File: config.mk
export PLATFORM = sky130hd
export DESIGN_NAME = rpss_top
export DESIGN_NICKNAME = d
export VERILOG_FILES = /design/src/hdl/rpss_pkg.sv /design/src/hdl/rpss_top.sv
export SDC_FILE = /design/constraint.sdc
export NUM_CORES = 1
export LEC_CHECK = 0
export ABC_AREA = 0
export BUFFER_PORTS_ARGS = -buffer_cell sky130_fd_sc_hd__buf_4
export CAP_MARGIN = 30
export CORE_MARGIN = 5
export CORE_UTILIZATION = 51
export CTS_BUF_LIST = sky130_fd_sc_hd__clkbuf_8
export DETAILED_ROUTE_END_ITERATION = 10
export GPL_ROUTABILITY_DRIVEN = 0
export GPL_TIMING_DRIVEN = 0
export PLACE_DENSITY = 0.82
export SETUP_SLACK_MARGIN = 0.4
export SLEW_MARGIN = 10
export SYNTH_ARGS = -nofsm -noshare
export SYNTH_HDL_FRONTEND = slang
export SYNTH_SLANG_ARGS = --single-unit
File: constraint.sdc
create_clock -name clk -period 2.2 [get_ports clk]
set_input_delay 0.44 -clock clk [delete_from_list [all_inputs] [get_ports clk]]
set_output_delay 0.44 -clock clk [all_outputs]
set_load 0.02 [all_outputs]
File: src/hdl/rpss_pkg.sv
/*
  Package for the reset pin-state sequencer: timing counts, pin group
  carriers and sequencer states.
  Assumes a 100 MHz CPU clock. The input clock pin is modelled as a fixed
  ratio of that clock.
*/
package rpss_pkg;

  // clock figures in ns
  localparam int CLK_PERIOD_NS   = 10;
  localparam int CLKIN_PERIOD_NS = 50;
  localparam int CLKIN_DIV_CYC   = CLKIN_PERIOD_NS / CLK_PERIOD_NS;

  // post-release hold counts in input-clock periods, per strap value
  localparam logic [15:0] MEM_HOLD_P_MODE0  = 16'hA09B; // 41115
  localparam logic [15:0] MEM_HOLD_P_MODE1  = 16'h0094; // 148
  localparam logic [15:0] HIGH_HOLD_P_MODE0 = 16'hA054; // 41044
  localparam logic [15:0] HIGH_HOLD_P_MODE1 = 16'h004D; // 77
  localparam logic [15:0] Z_HOLD_P_MODE0    = 16'hA054; // 41044
  localparam logic [15:0] Z_HOLD_P_MODE1    = 16'h004D; // 77

  // toggle group must run within this many input periods of reset
  localparam int TGL_LIMIT_P      = 14;
  // visible system clock is a quarter of the CPU clock
  localparam int SYSCLK_DIV       = 4;
  localparam int SYSCLK_HALF_CYC  = SYSCLK_DIV / 2;

  // external interrupt widths in CPU clocks
  localparam logic [1:0] INT_LOW_MIN_CYC  = 2'h3;
  localparam logic [1:0] INT_HIGH_MIN_CYC = 2'h1;

  // group release flags
  typedef struct packed {
    logic mem_valid;
    logic high_valid;
    logic z_valid;
    logic io_valid;
  } rpss_ctl_t;

  // high-level pin group; open-drain lines carry a drive-low enable
  typedef struct packed {
    logic interrupt_ack_out;
    logic flag;
    logic uart_tx;
    logic tdo;
    logic scl_oe;
    logic sda_oe;
  } rpss_high_t;

  typedef enum logic [1:0] {
    ST_RESET = 2'b00,
    ST_HOLD  = 2'b01,
    ST_RUN   = 2'b10
  } rpss_state_t;

endpackage : rpss_pkg

File: src/hdl/rpss_top.sv
/*
  Reset pin-state sequencer: forces each pin group to its reset state
  while the external reset pin is low, releases the bidirectional group at once
  and the others after strap-dependent hold counts, toggles the clock outputs, and qualifies
  external interrupt pulses by width.
  Assumes the core supplies its normal pin drive and enables; the pad
  ring resolves the wires from the enables given here.
*/
// Overview of operation
// - Reset low tri-states the whole memory bus, first memory clock too.
// - Memory ready and bus-hold acknowledge are never tri-stated.
// - Memory bus released after 41115 or 148 input periods by strap.
// - Reset low drives ack, flag, I2C, UART and TDO high.
// - High group held for 41044 or 77 input periods after release.
// - Reset low tri-states host ready, host interrupt, both serial tx.
// - That group stays off 41044 or 77 input periods after release.
// - Reset low turns every bidirectional pin to input.
// - Second memory clock and system clock toggle during reset.
// - Pin states are defined from power-on reset, before the reset pin is seen.
// - Ack changes on CPU edges, lagging the quarter-rate clock 1-3.
`timescale 1ns/1ns
`default_nettype none

module rpss_top
  import rpss_pkg::*;
#(
  parameter int          IO_W        = 32,
  parameter int          CLKIN_DIV   = CLKIN_DIV_CYC,
  parameter logic [15:0] MEM_HOLD0   = MEM_HOLD_P_MODE0,
  parameter logic [15:0] MEM_HOLD1   = MEM_HOLD_P_MODE1,
  parameter logic [15:0] HIGH_HOLD0  = HIGH_HOLD_P_MODE0,
  parameter logic [15:0] HIGH_HOLD1  = HIGH_HOLD_P_MODE1,
  parameter logic [15:0] Z_HOLD0     = Z_HOLD_P_MODE0,
  parameter logic [15:0] Z_HOLD1     = Z_HOLD_P_MODE1
) (
  input  wire logic             clk,
  input  wire logic             rstn,
  input  wire logic             ext_reset_n,
  input  wire logic             strap_pin_four,
  input  wire logic             ext_int_n,
  input  wire logic             cpu_active,
  input  wire logic             memory_ready_in,
  input  wire logic             core_mem_oe,
  input  wire logic             core_hold_ack,
  input  wire rpss_high_t       core_high,
  input  wire logic [3:0]       core_z_oe,
  input  wire logic [IO_W-1:0]  core_io_oe,
  output logic                  mem_bus_oe,
  output logic                  memory_clock_out_a_oe,
  output logic                  memory_clock_out_b,
  output logic                  system_clock_out,
  output logic                  bus_hold_ack,
  output logic                  mem_ready_sync,
  output rpss_high_t            high_pins,
  output logic [3:0]            z_group_oe,
  output logic [IO_W-1:0]       bidir_oe,
  output rpss_ctl_t             group_ctl,
  output logic                  clock_mode_strap,
  output logic                  int_request
);

  // synchronisers for pins from outside the clock domain
  logic rst_m_r, rst_s_r, strap_m_r, strap_s_r;
  logic int_m_r, int_s_r, rdy_m_r, rdy_s_r;

  always_ff @(posedge clk) begin
    if (!rstn) begin
      rst_m_r   <= 1'b0;
      rst_s_r   <= 1'b0;
      strap_m_r <= 1'b0;
      strap_s_r <= 1'b0;
      int_m_r   <= 1'b1;
      int_s_r   <= 1'b1;
      rdy_m_r   <= 1'b0;
      rdy_s_r   <= 1'b0;
    end else begin
      rst_m_r   <= ext_reset_n;
      rst_s_r   <= rst_m_r;
      strap_m_r <= strap_pin_four;
      strap_s_r <= strap_m_r;
      int_m_r   <= ext_int_n;
      int_s_r   <= int_m_r;
      rdy_m_r   <= memory_ready_in;
      rdy_s_r   <= rdy_m_r;
    end
  end

  // input-clock period tick and quarter-rate clock divider
  logic [7:0] tick_cnt_r, tick_cnt_nxt;
  logic [7:0] sys_cnt_r, sys_cnt_nxt;
  logic       sysclk_r, sysclk_nxt;
  logic       tick;

  always_comb begin
    tick         = (tick_cnt_r == 8'(CLKIN_DIV - 1));
    tick_cnt_nxt = tick ? 8'h00 : tick_cnt_r + 8'h01;
    sys_cnt_nxt  = sys_cnt_r + 8'h01;
    sysclk_nxt   = sysclk_r;
    if (sys_cnt_r == 8'(SYSCLK_HALF_CYC - 1)) begin
      sys_cnt_nxt = 8'h00;
      sysclk_nxt  = ~sysclk_r;
    end
  end

  // dividers run from power-on so the clocks never wait for the sequencer
  always_ff @(posedge clk) begin
    if (!rstn) begin
      tick_cnt_r <= 8'h00;
      sys_cnt_r  <= 8'h00;
      sysclk_r   <= 1'b0;
    end else begin
      tick_cnt_r <= tick_cnt_nxt;
      sys_cnt_r  <= sys_cnt_nxt;
      sysclk_r   <= sysclk_nxt;
    end
  end

  // sequencer: reset, post-release hold, run
  rpss_state_t state_r, state_nxt;
  logic [15:0] cnt_r, cnt_nxt;
  logic        strap_r, strap_nxt;
  rpss_ctl_t   ctl_r, ctl_nxt;
  rpss_high_t  high_r, high_nxt;
  logic [15:0] mem_lim, high_lim, z_lim;

  always_comb begin
    mem_lim   = strap_r ? MEM_HOLD1  : MEM_HOLD0;
    high_lim  = strap_r ? HIGH_HOLD1 : HIGH_HOLD0;
    z_lim     = strap_r ? Z_HOLD1    : Z_HOLD0;
    state_nxt = state_r;
    cnt_nxt   = cnt_r;
    strap_nxt = strap_r;
    ctl_nxt   = ctl_r;
    case (state_r)
      ST_RESET: begin
        cnt_nxt = 16'h0000;
        ctl_nxt = '0;
        strap_nxt = strap_s_r;
        if (rst_s_r) begin
          state_nxt        = ST_HOLD;
          ctl_nxt.io_valid = 1'b1;
        end
      end
      ST_HOLD: begin
        if (tick && cnt_r != 16'hFFFF) begin
          cnt_nxt = cnt_r + 16'h0001;
        end
        ctl_nxt.mem_valid  = (cnt_r >= mem_lim);
        ctl_nxt.high_valid = (cnt_r >= high_lim);
        ctl_nxt.z_valid    = (cnt_r >= z_lim);
        if (ctl_r.mem_valid && ctl_r.high_valid && ctl_r.z_valid) begin
          state_nxt = ST_RUN;
        end
      end
      ST_RUN: ;
      default: state_nxt = ST_RESET;
    endcase
    // any reset low drops every group at once
    if (!rst_s_r) begin
      state_nxt = ST_RESET;
      ctl_nxt   = '0;
    end
    high_nxt = ctl_nxt.high_valid ? core_high :
               '{interrupt_ack_out: 1'b1, flag: 1'b1, uart_tx: 1'b1, tdo: 1'b1,
                 scl_oe: 1'b0, sda_oe: 1'b0};
  end

  // power-on reset gives defined levels before the pin is seen
  always_ff @(posedge clk) begin
    if (!rstn) begin
      state_r <= ST_RESET;
      cnt_r   <= 16'h0000;
      strap_r <= 1'b0;
      ctl_r   <= '0;
      high_r  <= '{interrupt_ack_out: 1'b1, flag: 1'b1, uart_tx: 1'b1, tdo: 1'b1,
                   scl_oe: 1'b0, sda_oe: 1'b0};
    end else begin
      state_r <= state_nxt;
      cnt_r   <= cnt_nxt;
      strap_r <= strap_nxt;
      ctl_r   <= ctl_nxt;
      // ack moves only on CPU clock edges
      high_r  <= high_nxt;
    end
  end

  // external interrupt width qualification
  logic [1:0] low_cnt_r, low_cnt_nxt;
  logic       armed_r, armed_nxt;
  logic       req_r, req_nxt;

  always_comb begin
    low_cnt_nxt = low_cnt_r;
    armed_nxt   = armed_r;
    req_nxt     = 1'b0;
    if (int_s_r) begin
      low_cnt_nxt = 2'h0;
      if (INT_HIGH_MIN_CYC == 2'h1) begin
        armed_nxt = 1'b1;
      end
    end else begin
      if (low_cnt_r != 2'h3) begin
        low_cnt_nxt = low_cnt_r + 2'h1;
      end
      if (armed_r && cpu_active && low_cnt_r == INT_LOW_MIN_CYC - 2'h1) begin
        req_nxt   = 1'b1;
        armed_nxt = 1'b0;
      end
    end
  end

  always_ff @(posedge clk) begin
    if (!rstn) begin
      low_cnt_r <= 2'h0;
      armed_r   <= 1'b0;
      req_r     <= 1'b0;
    end else begin
      low_cnt_r <= low_cnt_nxt;
      armed_r   <= armed_nxt;
      req_r     <= req_nxt;
    end
  end

  // pin gating; enables may be combinational, levels come from flops except bus_hold_ack
  // memory bus and first memory clock
  assign mem_bus_oe            = core_mem_oe & ctl_r.mem_valid;
  assign memory_clock_out_a_oe = ctl_r.mem_valid;
  // ungated members of the memory group; neither has an enable
  assign bus_hold_ack          = core_hold_ack;
  assign mem_ready_sync        = rdy_s_r;
  assign z_group_oe            = core_z_oe & {4{ctl_r.z_valid}};
  assign bidir_oe              = core_io_oe & {IO_W{ctl_r.io_valid}};
  assign memory_clock_out_b    = sysclk_r;
  assign system_clock_out      = sysclk_r;
  assign high_pins             = high_r;
  assign group_ctl             = ctl_r;
  assign clock_mode_strap      = strap_r;
  assign int_request           = req_r;
endmodule : rpss_top

`default_nettype wire

### After elaboration in Yosys (flattened, before gate mapping)

Cells that the tools add are included.

* input port bits: 51
* output and inout bits: 54
* memories kept: 0
* logic and storage cells: 75
* bits in latches: 0
* register bits: 58
* memory bits (read-only): 0
* memory bits (writable): 0

* reductions and logical operators: 15
* shifts and indexed selects: 0
* $mul: 0
* add/subtract/negate cells: 4
* divide/modulo/power cells: 0
* $lt $le $gt $ge: 2
* eq/ne operators: 9
* multiplexer cells: 12
* bitwise operators: 6

Operator list (number)
* 16-bit 2-to-1 mux: 3
* 32-bit bitwise AND: 1
* 16-bit greater-or-equal comparator: 2
* 16-bit case mux with 2 select lines: 1
* 16-bit by 1-bit adder with 16-bit output, second input constant: 1
* 8-bit by 1-bit adder with 8-bit output, second input constant: 2
* 16-bit != test, second input constant: 1
* 8-bit by 1-bit == test with 1-bit output, second input constant: 1
* 8-bit by 3-bit == test with 1-bit output, second input constant: 1
* 2-bit AND reduction: 4
* 2-bit != test, second input constant: 3
* 2-bit case mux with 3 select lines: 1
* 3-bit case mux with 2 select lines: 1
* 2-bit OR reduction: 3
* 1-bit logical AND: 5
* 4-bit bitwise AND: 1
* 2-bit == test, second input constant: 2
* 1-bit 2-to-1 mux: 4
* 2-bit nonzero test: 2
* 3-bit 2-to-1 mux: 1
* 1-bit NOT: 3
* 2-bit by 1-bit adder with 2-bit output, second input constant: 1
* 2-bit by 1-bit == test with 1-bit output, second input constant: 1
* 2-bit logical NOT: 1
* other kinds (2): 2

### Logic depth before layout (Yosys ltp)

Gate-level depths: netlist (run 1).

* word-level depth: 5
* mapped depth: 8
* depth with buffers taken out: 7

### Worst setup path before layout (run 1)

Ideal clock, no wire load.

* path type: reg-to-reg
* start point: register strap_r (netlist: clock_mode_strap)
* end point: register high_r (netlist bit high_pins[2])
* setup time: 58 ps
* path slack: 286 ps
* required time: 2142 ps
* period minus slack after synthesis: 1914 ps
* arrival: 1855 ps
* buffers on the path: 0
* cell stages (with the launch flop): 7
* cells stage by stage: dfxtp_1 > ha_1 > a211o_1 > a21oi_1 > o22ai_1 > a21oi_1 > or2_1

* word-level cells in the longest chain between the ends: 5

Ends and longest elaborated chain
* start, declared: RTL line rpss_top.sv:121 `logic strap_r, strap_nxt;`
* start signal, assigned: RTL line rpss_top.sv:180 `strap_r <= strap_nxt;`
* 16-bit 2-to-1 mux: RTL line rpss_top.sv:128 `high_lim = strap_r ? HIGH_HOLD1 : HIGH_HOLD0;`
* 16-bit greater-or-equal comparator: RTL line rpss_top.sv:149 `ctl_nxt.high_valid = (cnt_r >= high_lim);`
* 3-bit case mux with 2 select lines: RTL line rpss_top.sv:134 `case (state_r)`
* 3-bit 2-to-1 mux: RTL line rpss_top.sv:159 `if (!rst_s_r) begin`
* 2-bit AND reduction (no source line)
* end signal, assigned: RTL line rpss_top.sv:175 `high_r <= '{interrupt_ack_out: 1'b1, flag: 1'b1, uart_tx: 1'b1, tdo: 1'b1,`
* end signal, assigned: RTL line rpss_top.sv:183 `high_r <= high_nxt;`
* end, declared: RTL line rpss_top.sv:123 `rpss_high_t high_r, high_nxt;`

Every way passes these cells.
A chain may end at the register's enable or synchronous reset.

### Final worst setup path (run 1)

* start point: register cnt_r[0]
* end point: register cnt_r[12]

* word-level cells in the longest chain between the ends: 4
* elaborated cells on any way between the ends: 7
* classes of those cells: add/sub (1); eq/ne (2); mux (2); reduce/logical (2)

Ends and longest elaborated chain
* start, declared: RTL line rpss_top.sv:120 `logic [15:0] cnt_r, cnt_nxt;`
* start signal, assigned: RTL line rpss_top.sv:179 `cnt_r <= cnt_nxt;`
* parallel branches: the longest is 4 deep, another holds 16-bit by 1-bit adder with 16-bit output

Several ways; the timed one is not identified. The select of a mux whose other input is x is not followed.

==> results by group, run 1 <==
Die
  • Full die area: 7367 µm²
  • Die Width: ~86 µm
  • Number of top-level pins: approximately 110
  • Row count: 27
  • Placeable core region: ~5500 µm²
  • Initial standard-cell utilization of the core: 0.5294
  • Die boundary height: 85.83 µm

Critical path
  • Terminus of the critical flop-to-flop path: cnt_r[12]
  • Number of buffer and inverter instances along the worst setup path: 1
  • Start of the worst register-to-register path: cnt_r[0]
  • CP Launch Type: register
  • Cells on worst reg2reg path: 7
  • Critical Path Sink Type: register
  • R2r setup slk: 370 ps
  • Crit-path max FO: 8
  • Family with the most delay on the worst path: simple AND/OR/NAND/NOR gates
  • Critical path's slowest cell: dfxtp_4
  • Maximum single-stage delay on the critical path: ~360 ps
  • Data required time at the worst endpoint: 2420 ps
  • Worst-path cell chain: ha_1 > and3_1 > and4_4 > buf_6 > nor4_2 > xnor2_1 > nor2_1
  • Crit Path Class: register to register
  • Critical path data arrival time: a little over 2000 ps

CTS
  • Clock latency at the later pin of the worst-skew pair: 340 ps
  • CTS max path bufs: 2
  • Clock transition at the register clock pins on the worst setup and hold paths after CTS: 70 ps
  • Root Buffer Master: clkbuf_8
  • Depth of the CTS H-tree: 3
  • Cts hold-fix bufs: 0
  • TritonCTS sink count: 58
  • CTS tree: built
  • Total clock buffers created by CTS: 9

Placement
  • Instance area after placement: 3797 µm²
  • Count of input and output buffers: slightly above 100
  • DP Wirelength: 5680 µm
  • Post-place setup slack: approximately 220 ps

Power
  • Pwr per Cell Area: around 540 nW/µm²
  • P_leak: 1.821 nW
  • Final total power: between 2 and 2.5 mW
  • Maximum ir drop on the vdd rail: around 450 µV

Status
  • Status: finished, final reports clean

Detailed routing
  • Number of DRC violations after detailed routing: 0
  • Post-DR vias/cell: between 5 and 6
  • 1st-pass router iterations: 4
  • Routed wirelength normalized by instance count: between 10 and 15 µm
  • Final wirelength: slightly below 8000 µm
  • Antenna-violating nets left: 0
  • Iteration-0 DRC count of the detailed router: 182
  • Vias after detailed routing: between 2000 and 3000

Logic synthesis
  • Sequential area share after synthesis: 0.3959
  • Netlist cell types: 45
  • Post-synthesis cell count: 332
  • Synth warn: 0
  • Mean instance size in the synthesized netlist: 8.834 µm²
  • Register bit total from synthesis: 58
  • Synth Cell Area: roughly 2900 µm²
  • Post-Synthesis Net Count: between 300 and 400

GRT
  • GR met3 Demand/Resource: 0.05860
  • Residual overflow from global routing: 0
  • M2 GR Usage: 0.3517
  • Number of antenna violations at the first check in global routing: 0
  • Peak-usage layer in the global routing report: met2
  • First-pass GRT wire length: around 12000 µm
  • Met1 track demand over resource in global routing: 0.2269
  • Number of global-route vias before repair: between 2000 and 3000
  • Maximum number of pins on one net before global-route repair: 11
  • GRT Overall Usage: 0.2013

STA
  • Post-route clock period utilization: 0.8302
  • Max_slew headroom: 0.6222
  • Total Negative Setup Slacks: 0 ps
  • Maximum clock rate: approximately 550 MHz
  • Actual slew at the worst max-slew pin: approximately 560 ps
  • Total setup violations reported at the end of the flow: 0
  • Setup repair after global routing missed its margin: true
  • Setup slack of the critical path after layout: 373.7 ps
  • Final Skew: ~10 ps
  • Minimum clock period after layout: approximately 1800 ps
  • Final number of max-transition violations: 0
  • Number of hold violations in the final report: 0

Cells and area
  • Net count of the finished layout: approximately 520
  • Post-layout utilization of the core: 0.7493
  • Fraction of final layout cells with drive strength greater than 1: 0.3575
  • Most common cell after layout, fill and taps aside: buf_4
  • Final std cell area, no fill: a little over 4000 µm²
  • Antenna Diode Count: 0
  • Post-synthesis to final-layout area growth: 41.55%
  • Commonest cells after routing, fill and taps aside: 112 x buf_4, 51 x dfxtp_1, 46 x and2_1
  • Layout filler cell count: ~420

Flow run
  • Maxcap violations: 0

Worst hold path
  • Class of the worst hold path: primary input to register
  • Worst hold path depth: 2
  • Hold Crit Endpoint: high_pins[4]
  • Hold path startpoint: core_high[4]
-- worst register-to-register path, cell delays in order, from the launching register on --
cell	delay, ps
dfxtp_4	360
ha_1	260
and3_1	230
and4_4	190
buf_6	150
nor4_2	300
xnor2_1	150
nor2_1	50
-- layout make-up --
type,instances,area (µm²),share of cell area
Multi-Input combinational cell,248,1739,0.4189
Buffer,14,97.59,0.02351
Tap cell,72,90.09,0.02170
Clock buffer,9,123.9,0.02984
Clock inverter,6,60.06,0.01447
Sequential cell,58,1175,0.2830
Timing Repair Buffer,109,818.3,0.1971
Inverter,12,47.55,0.01145
-- cells by family after synthesis --
group / share of synthesized area
adder cells (fa/ha/maj): 0.06826
flip-flops: 0.3959
AND/OR/NAND/NOR: 0.3451
buffers and inverters: 0.04735
multiplexers: 0.006826
XOR/XNOR: 0.06869
AO/OA/AOI/OAI: 0.06783
-- how the worst max path moves through the flow --
stage | endpoint | start | cells after the start | slack, ps
after floorplan | high_pins[2] | clock_mode_strap | 6 | 430
after global placement | high_pins[5] | clock_mode_strap | 6 | 270
after detailed placement | high_pins[2] | clock_mode_strap | 6 | 220
after CTS | memory_clock_out_a_oe | clock_mode_strap | 7 | 410
after global routing | cnt_r[8] | cnt_r[0] | 7 | 300
final | cnt_r[12] | cnt_r[0] | 7 | 370
-- metal layers --
layer | wire length [µm] | vias to the layer above
li1 | - | 1366
met3 | 711 | 13
met5 | 0 | -
met2 | 3865 | 123
met1 | 3175 | 1282
met4 | 122 | 0
-- synth_stat cells (all sizes together) --
library cell  count  area share
nand2b            5       0.011
nand2            21       0.027
and2             46       0.098
nor4              7       0.026
o211ai            1      0.0026
a21oi            11       0.019
a21o              2      0.0051
a311oi            1      0.0030
ha               16       0.068
or4               1      0.0026
nand4             5       0.011
o21a              1      0.0026
o22ai             2      0.0043
mux2i             2      0.0068
a31oi             2      0.0043
nand3b            3      0.0077
nor4b             3       0.013
o31ai             1      0.0026
and4              5       0.017
nand3            16       0.027
xnor2            15       0.045
inv              12       0.015
a21boi            1      0.0026
a211oi            1      0.0026
buf               7       0.023
nor2b             3      0.0064
or2               5       0.011
nor3              8       0.015
o21ai             8       0.014
or3               3      0.0064
clkbuf            7      0.0090
xor2              8       0.024
dfxtp            58        0.40
nor2             34       0.044
o311ai            1      0.0030
and4bb            2      0.0085
a211o             1      0.0030
and3              7       0.015
-- repair_timing --
item | in CTS | in global routing
endpoints found under the setup margin | 47 | 58
cloned | 0 | 0
resized for setup | 10 | 19
setup buffers | 0 | 6
pin swaps | 1 | 10
-- metrics by stage --
stage / hold slack, ps / cells
finish: 282.5 / 528
global route: 276.7 / 528
CTS: 269.0 / 522
detailed placement: 407.2 / 507
global placement: 390.0 / 507
floorplan: 386.3 / 332
-- registers in the layout, indices dropped and copies added, names as in the netlist, 2 cells and up --
register,count
cnt_r,16
tick_cnt_r,8
group_ctl,3
state_r,2
low_cnt_r,2
sys_cnt_r,8
high_pins,6
-- report_power, final --
group          leakage, nW  switching, mW  total (mW)  internal, mW
clock               0.0963          0.419       0.928         0.509
sequential           0.475         0.0268        1.10          1.08
combinational         1.25         0.0996       0.227         0.127
Note: power is estimated with default switching activity, not from simulation.
==> inputs of run 2 (changes only) <==
ABC_AREA = 1   (was 0)
CORE_UTILIZATION = 52   (was 51)
clock period = 1.7 ns   (was 2.2 ns; I/O delays follow)
==> results by group, run 2 <==
Logic synthesis
  • Primary flip-flop cell chosen by synthesis mapping: dfxtp_1 (unchanged)
  • Number of enable-type register cells in the synthesized netlist: 0 (unchanged)
  • Post-synthesis cell count: 471 (was 332)
  • Async set or reset register ratio after synthesis: 0 (unchanged)
  • Ranking of synthesized cells by area: dfxtp_1 38%, nand2_1 16%, inv_1 11% (was dfxtp_1 40%, and2_1 9.8%, ha_1 6.8%)
  • Most common library cells after synthesis: 128 x nand2_1, 93 x inv_1, 58 x dfxtp_1, 55 x nor2_1, 27 x a21oi_1 (was 58 x dfxtp_1, 46 x and2_1, 34 x nor2_1, 21 x nand2_1)
  • Leading cell type by number of instances after synthesis: nand2_1 (was dfxtp_1)
  • Post-Synthesis Net Count: 538 (was 399)
  • Cell accounting for the most synthesized area: dfxtp_1 (unchanged)
  • Register bit total from synthesis: 58 (unchanged)
  • Mean instance size in the synthesized netlist: 6.551 µm² (was 8.834 µm²)
  • Synth warn: 0 (unchanged)
  • Sequential area share after synthesis: 0.3763 (was 0.3959)
  • Synth Cell Area: 3085 µm² (was 2933 µm²)
  • Post-synth top area share: 0.3763 (was 0.3959)
  • Netlist cell types: 30 (was 45)

STA
  • Minimum clock period after layout: 1981 ps (was 1826 ps)
  • Max_slew headroom: 0.5766 (was 0.6222)
  • Final Skew: 17.33 ps (was 10.13 ps)
  • Total Negative Setup Slacks: -2415 ps (was 0 ps)
  • Worst hold margin: 167.0 ps (was 282.5 ps)
  • Maximum clock rate: 504.7 MHz (was 547.5 MHz)
  • Setup repair after global routing missed its margin: true (unchanged)
  • Total setup violations reported at the end of the flow: 20 (was 0)
  • Number of hold violations in the final report: 0 (unchanged)
  • Setup slack of the critical path after layout: -281.5 ps (was 373.7 ps)
  • Final number of max-transition violations: 0 (unchanged)
  • Post-route clock period utilization: 1.166 (was 0.8302)
  • Actual slew at the worst max-slew pin: 635.2 ps (was 560.8 ps)

Cells and area
  • Fraction of final layout cells with drive strength greater than 1: 0.5548 (was 0.3575)
  • Register ranked first by flip-flop count: cnt_r (unchanged)
  • Most common cell after layout, fill and taps aside: buf_4 (unchanged)
  • Max reg flops: 16 (unchanged)
  • Commonest cells after routing, fill and taps aside: 84 x buf_4, 66 x nand2_1, 50 x inv_1 (was 112 x buf_4, 51 x dfxtp_1, 46 x and2_1)
  • Sequential cell area: 1201 µm² (was 1175 µm²)
  • Final std cell area, no fill: 5449 µm² (was 4151 µm²)
  • Multi-input gate area in the final layout: 2173 µm² (was 1739 µm²)
  • Layout filler cell count: 180 (was 417)
  • Net count of the finished layout: 682 (was 519)
  • Top Registers: cnt_r x16, sys_cnt_r x8, tick_cnt_r x8 (unchanged)
  • Post-synthesis to final-layout area growth: 76.60% (was 41.55%)
  • Antenna Diode Count: 0 (unchanged)

Detailed routing
  • Routed wirelength normalized by instance count: 21.80 µm (was 14.91 µm)
  • Antenna-violating nets left: 0 (unchanged)
  • Final wirelength: 15150 µm (was 7873 µm)
  • 1st-pass router iterations: 6 (was 4)
  • Vias after detailed routing: 4195 (was 2784)
  • Number of DRC violations after detailed routing: 0 (unchanged)
  • Post-DR vias/cell: 6.036 (was 5.273)
  • Iteration-0 DRC count of the detailed router: 615 (was 182)

CTS
  • CTS tree: built (unchanged)
  • Root Buffer Master: clkbuf_8 (unchanged)
  • Total clock buffers created by CTS: 9 (unchanged)
  • TritonCTS sink count: 58 (unchanged)
  • Depth of the CTS H-tree: 3 (unchanged)
  • Clock transition at the register clock pins on the worst setup and hold paths after CTS: 80 ps (was 70 ps)
  • CTS max path bufs: 2 (unchanged)
  • Clock latency at the later pin of the worst-skew pair: 360 ps (was 340 ps)

Critical path
  • Critical path's slowest cell: dfxtp_4 (unchanged)
  • Number of buffer and inverter instances along the worst setup path: 1 (unchanged)
  • Family with the most delay on the worst path: simple AND/OR/NAND/NOR gates (unchanged)
  • CP Launch Type: register (unchanged)
  • Data required time at the worst endpoint: 1950 ps (was 2420 ps)
  • Crit-path max FO: 5 (was 8)
  • Cell mode on critical path: nand2_4
  • Critical path data arrival time: 2230 ps (was 2040 ps)
  • Maximum single-stage delay on the critical path: 470 ps (was 360 ps)
  • Critical Path Sink Type: register (unchanged)
  • Crit Path Class: register to register (unchanged)
  • Worst-path cell chain: ha_4 > a21oi_1 > o21ai_0 > nor2_1 > nand2_2 > nand2_4 > nand2_4 > nand2_4 > inv_1 (was ha_1 > and3_1 > and4_4 > buf_6 > nor4_2 > xnor2_1 > nor2_1)

Power
  • P_leak: 2.831 nW (was 1.821 nW)
  • Pwr per Cell Area: 624.8 nW/µm² (was 544.1 nW/µm²)
  • Maximum ir drop on the vdd rail: 951.5 µV (was 450.7 µV)

Placement
  • DP Wirelength: 6138 µm (was 5680 µm)
  • Instance area after placement: 4039 µm² (was 3797 µm²)
  • Count of input and output buffers: 103 (unchanged)
  • Post-place setup slack: -11.52 ps (was 224.8 ps)

Status
  • Status: finished with violations (was finished, final reports clean)
  • Failing checks: setup timing

Die
  • Full die area: 7574 µm² (was 7367 µm²)
  • Row count: 28 (was 27)
  • Die Width: 87.03 µm (was 85.83 µm)
  • Placeable core region: 5851 µm² (was 5540 µm²)
  • Initial standard-cell utilization of the core: 0.5274 (was 0.5294)
  • Die boundary height: 87.03 µm (was 85.83 µm)
  • Number of top-level pins: 105 (unchanged)

Worst hold path
  • Class of the worst hold path: primary input to register (unchanged)

GRT
  • Maximum number of pins on one net before global-route repair: 11 (unchanged)
  • GRT Overall Usage: 0.2567 (was 0.2013)
  • Residual overflow from global routing: 0 (unchanged)
  • First-pass GRT wire length: 15280 µm (was 11920 µm)
  • Number of antenna violations at the first check in global routing: 0 (unchanged)
  • Number of global-route vias before repair: 3454 (was 2641)

Flow run
  • Maxcap violations: 0 (unchanged)
## run 2: cell count changes after synthesis, moves of 7 or more
cell | previous run | this run
nand2_1 | 21 | 128
inv_1 | 12 | 93
xnor2_1 | 15 | 1
nand3_1 | 16 | 25
and3_1 | 7 | 0
a21oi_1 | 11 | 27
and2_1 | 46 | 0
o21ai_0 | 5 | 12
nor2_1 | 34 | 55
## run 2: timing repair
action,CTS,global route
hold buffers,0,0
cloned,3,2
endpoints found under the setup margin,82,76
resized for setup,119,168
pin swaps,15,31
buffers inserted,16,9
## run 2: area by class of cell
cell class	instances	area share
timing repair buffer	133	0.2303
inverter	97	0.06774
multi-input combinational	304	0.3989
clock inverter	6	0.01470
tap	75	0.01722
clock buffer	10	0.02526
sequential	58	0.2204
buffer	12	0.02549
## run 2: final timing paths
path,startpoint,end,slack (ps),depth (start not counted)
worst max-delay path,clock_mode_strap,group_ctl[2],-280,9
worst min-delay path,core_high[4],high_pins[4],170,2
worst max register to register,clock_mode_strap,group_ctl[2],-280,9
worst min register to register,rst_m_r,rst_s_r,410,2
## run 2: cells by family after synthesis
logic type,Yosys count,share of synthesized area
AOI/OAI and AO/OA,44,0.07421
xor gates and xnor gates,4,0.01136
adders and majority gates,16,0.06488
buffers and inverters,109,0.1391
DFF,58,0.3763
and+or+nand+nor,240,0.3341
## run 2: metal layers
layer  GRT usage  up-vias  wire length (µm)
li1            -     1726                 -
met1      0.2528     1886              4944
met2      0.4796      414              7129
met3     0.06812      169              1640
met4      0.1431        0              1437
met5           0        -                 0
## run 2: report_power, final
part	internal, mW	switching (mW)	leakage (nW)
Sequential	1.39	0.0378	0.482
Combinational	0.261	0.274	2.23
Clock	0.855	0.585	0.118
Total	2.51	0.897	2.83
## run 2: metrics by stage
stage,std cells,power [mW],util
finish,695,3.404,0.9314
CTS,684,3.202,0.8186
detailed placement,649,1.768,0.6903
floorplan,471,1.607,-
global placement,649,1.757,0.6903
global route,695,3.512,0.9314
==> inputs of run 3 (changes only) <==
--- a/config.mk
+++ b/config.mk
@@ -16,2 +16,3 @@
 export GPL_TIMING_DRIVEN = 0
+export HOLD_SLACK_MARGIN = 0.15
 export PLACE_DENSITY = 0.82
==> constraint.sdc (replaced) <==
create_clock -name clk -period 1.7 [get_ports clk]
set_input_delay 0 -clock clk [delete_from_list [all_inputs] [get_ports clk]]
set_output_delay 0 -clock clk [all_outputs]
set_load 0.02 [all_outputs]
==> results by group, run 3 (synthesis results as in run 2) <==
Status
  • Status: finished with violations (unchanged)
  • Failing checks: setup timing (unchanged)

Cells and area
  • Top Registers: cnt_r x16, sys_cnt_r x8, tick_cnt_r x8 (unchanged)
  • Post-synthesis to final-layout area growth: 65.13% (was 76.60%)
  • Antenna Diode Count: 0 (unchanged)
  • Register ranked first by flip-flop count: cnt_r (unchanged)
  • Most common cell after layout, fill and taps aside: buf_4 (unchanged)
  • Fraction of final layout cells with drive strength greater than 1: 0.4335 (was 0.5548)
  • Max reg flops: 16 (unchanged)
  • Commonest cells after routing, fill and taps aside: 129 x buf_4, 105 x nand2_1, 84 x inv_1 (was 84 x buf_4, 66 x nand2_1, 50 x inv_1)
  • Net count of the finished layout: 694 (was 682)

Detailed routing
  • Number of DRC violations after detailed routing: 0 (unchanged)
  • Final wirelength: 12080 µm (was 15150 µm)
  • Vias after detailed routing: 3883 (was 4195)
  • 1st-pass router iterations: 5 (was 6)
  • Post-DR vias/cell: 5.492 (was 6.036)
  • Routed wirelength normalized by instance count: 17.09 µm (was 21.80 µm)
  • Antenna-violating nets left: 0 (unchanged)
  • Iteration-0 DRC count of the detailed router: 320 (was 615)

Worst hold path
  • Class of the worst hold path: primary input to register (unchanged)
  • Hold path startpoint: rstn (was core_high[4])
  • Worst hold path depth: 4 (was 2)
  • Hold Crit Endpoint: rdy_m_r (was high_pins[4])

Die
  • Full die area: 7574 µm² (unchanged)
  • Initial standard-cell utilization of the core: 0.5274 (unchanged)
  • Die boundary height: 87.03 µm (unchanged)
  • Die Width: 87.03 µm (unchanged)
  • Number of top-level pins: 105 (unchanged)
  • Placeable core region: 5851 µm² (unchanged)
  • Row count: 28 (unchanged)

Critical path
  • Critical path data arrival time: 2030 ps (was 2230 ps)
  • Crit-path max FO: 7 (was 5)
  • Maximum single-stage delay on the critical path: 400 ps (was 470 ps)
  • Critical path's slowest cell: dfxtp_4 (unchanged)
  • Terminus of the critical flop-to-flop path: high_pins[0] (was group_ctl[2])
  • Cells on worst reg2reg path: 9 (unchanged)
  • R2r setup slk: -100 ps (was -280 ps)
  • Data required time at the worst endpoint: 1940 ps (was 1950 ps)
  • Crit Path Class: register to register (unchanged)
  • Cell mode on critical path: nand2_4 (unchanged)
  • Start point of the critical path: clock_mode_strap (unchanged)
  • Worst-path cell chain: ha_1 > a21oi_1 > o21ai_1 > nor2_1 > nand2_1 > nand2_2 > nand2_4 > nand2_4 > nor2_2 (was ha_4 > a21oi_1 > o21ai_0 > nor2_1 > nand2_2 > nand2_4 > nand2_4 > nand2_4 > inv_1)
  • Start of the worst register-to-register path: clock_mode_strap (unchanged)
  • CP Launch Type: register (unchanged)
  • Critical Path Sink Type: register (unchanged)

STA
  • Max_slew headroom: 0.6061 (was 0.5766)
  • Worst hold margin: 194.3 ps (was 167.0 ps)
  • Minimum clock period after layout: 1797 ps (was 1981 ps)
  • Actual slew at the worst max-slew pin: 587.0 ps (was 635.2 ps)
  • Setup slack of the critical path after layout: -97.21 ps (was -281.5 ps)
  • Final Skew: 10.11 ps (was 17.33 ps)
  • Total setup violations reported at the end of the flow: 9 (was 20)
  • Setup repair after global routing missed its margin: true (unchanged)
  • Final number of max-transition violations: 0 (unchanged)
  • Post-route clock period utilization: 1.057 (was 1.166)
  • Number of hold violations in the final report: 0 (unchanged)
  • Maximum clock rate: 556.4 MHz (was 504.7 MHz)

GRT
  • Residual overflow from global routing: 0 (unchanged)
  • GRT Overall Usage: 0.2699 (was 0.2567)
  • Maximum number of pins on one net before global-route repair: 12 (was 11)
  • First-pass GRT wire length: 16250 µm (was 15280 µm)
  • Number of global-route vias before repair: 3523 (was 3454)
  • Number of antenna violations at the first check in global routing: 0 (unchanged)

CTS
  • Total clock buffers created by CTS: 9 (unchanged)
  • Clock latency at the later pin of the worst-skew pair: 340 ps (was 360 ps)
  • Depth of the CTS H-tree: 3 (unchanged)
  • CTS max path bufs: 2 (unchanged)
  • Clock transition at the register clock pins on the worst setup and hold paths after CTS: 70 ps (was 80 ps)
  • CTS tree: built (unchanged)
  • Root Buffer Master: clkbuf_8 (unchanged)
  • TritonCTS sink count: 58 (unchanged)

Power
  • P_leak: 2.634 nW (was 2.831 nW)
  • Pwr per Cell Area: 636.4 nW/µm² (was 624.8 nW/µm²)
  • Final total power: 3.242 mW (was 3.404 mW)
  • Maximum ir drop on the vdd rail: 600.3 µV (was 951.5 µV)

Placement
  • DP Wirelength: 6167 µm (was 6138 µm)
  • Count of input and output buffers: 103 (unchanged)
  • Post-place setup slack: -14.61 ps (was -11.52 ps)

Flow run
  • Maxcap violations: 0 (unchanged)
run 3: layout make-up:
type / count / area (µm²)
multi-input cells: 304 / 1949
well taps: 75 / 93.84
clock buffers: 10 / 137.6
repair buffers: 145 / 1161
clock inverters: 6 / 65.06
flip-flops and latches: 58 / 1199
fillers: 291 / 755.7
plain buffers: 12 / 117.6
inverters: 97 / 371.6
run 3: per-layer routing:
metal  track usage  vias up  wire length [µm]
li1              -     1750                 -
met1        0.2765     1773              3962
met2        0.4941      275              6232
met3       0.07285       85              1211
met4        0.1431        0               675
met5             0        -                 0
run 3: metrics by stage:
stage	cells	instance area, µm²	TNS, ps	util
finish	707	5095	-639.3	0.8708
CTS	700	4793	0	0.8193
global placement	649	4033	0	0.6893
global route	707	5095	-1582	0.8708
detailed placement	649	4033	-31.40	0.6893
floorplan	471	3166	0	-
run 3: critical path, delay by kind of cell (launching register included):
family          cells  cell delay [ps]
compound gates      2              300
flops               1              400
simple gates        6              650
fa+ha+maj           1              350
run 3: repair_timing:
action                                  in CTS  in global routing
pin swaps                                   17                 23
buffers inserted                            21                  7
endpoints found under the hold margin       18                  0
hold buffers                                12                  0
gates cloned                                 2                  0
resized for setup                           70                 80
endpoints found under the setup margin      72                 70
run 3: how the worst max path moves through the flow:
stage,endpoint,slack (ps),cells past startpoint
CTS,high_pins[0],70,14
global placement,cnt_r[4],60,11
finish,high_pins[0],-100,9
floorplan,high_pins[0],220,9
detailed placement,cnt_r[7],-10,12
global route,high_pins[0],-130,10
run 3: power by group:
group	internal (mW)	total, mW	leakage (nW)	switching (mW)
Sequential	1.39	1.44	0.481	0.0435
Clock	0.717	1.32	0.0988	0.600
Combinational	0.261	0.489	2.05	0.228
Total	2.37	3.24	2.63	0.872
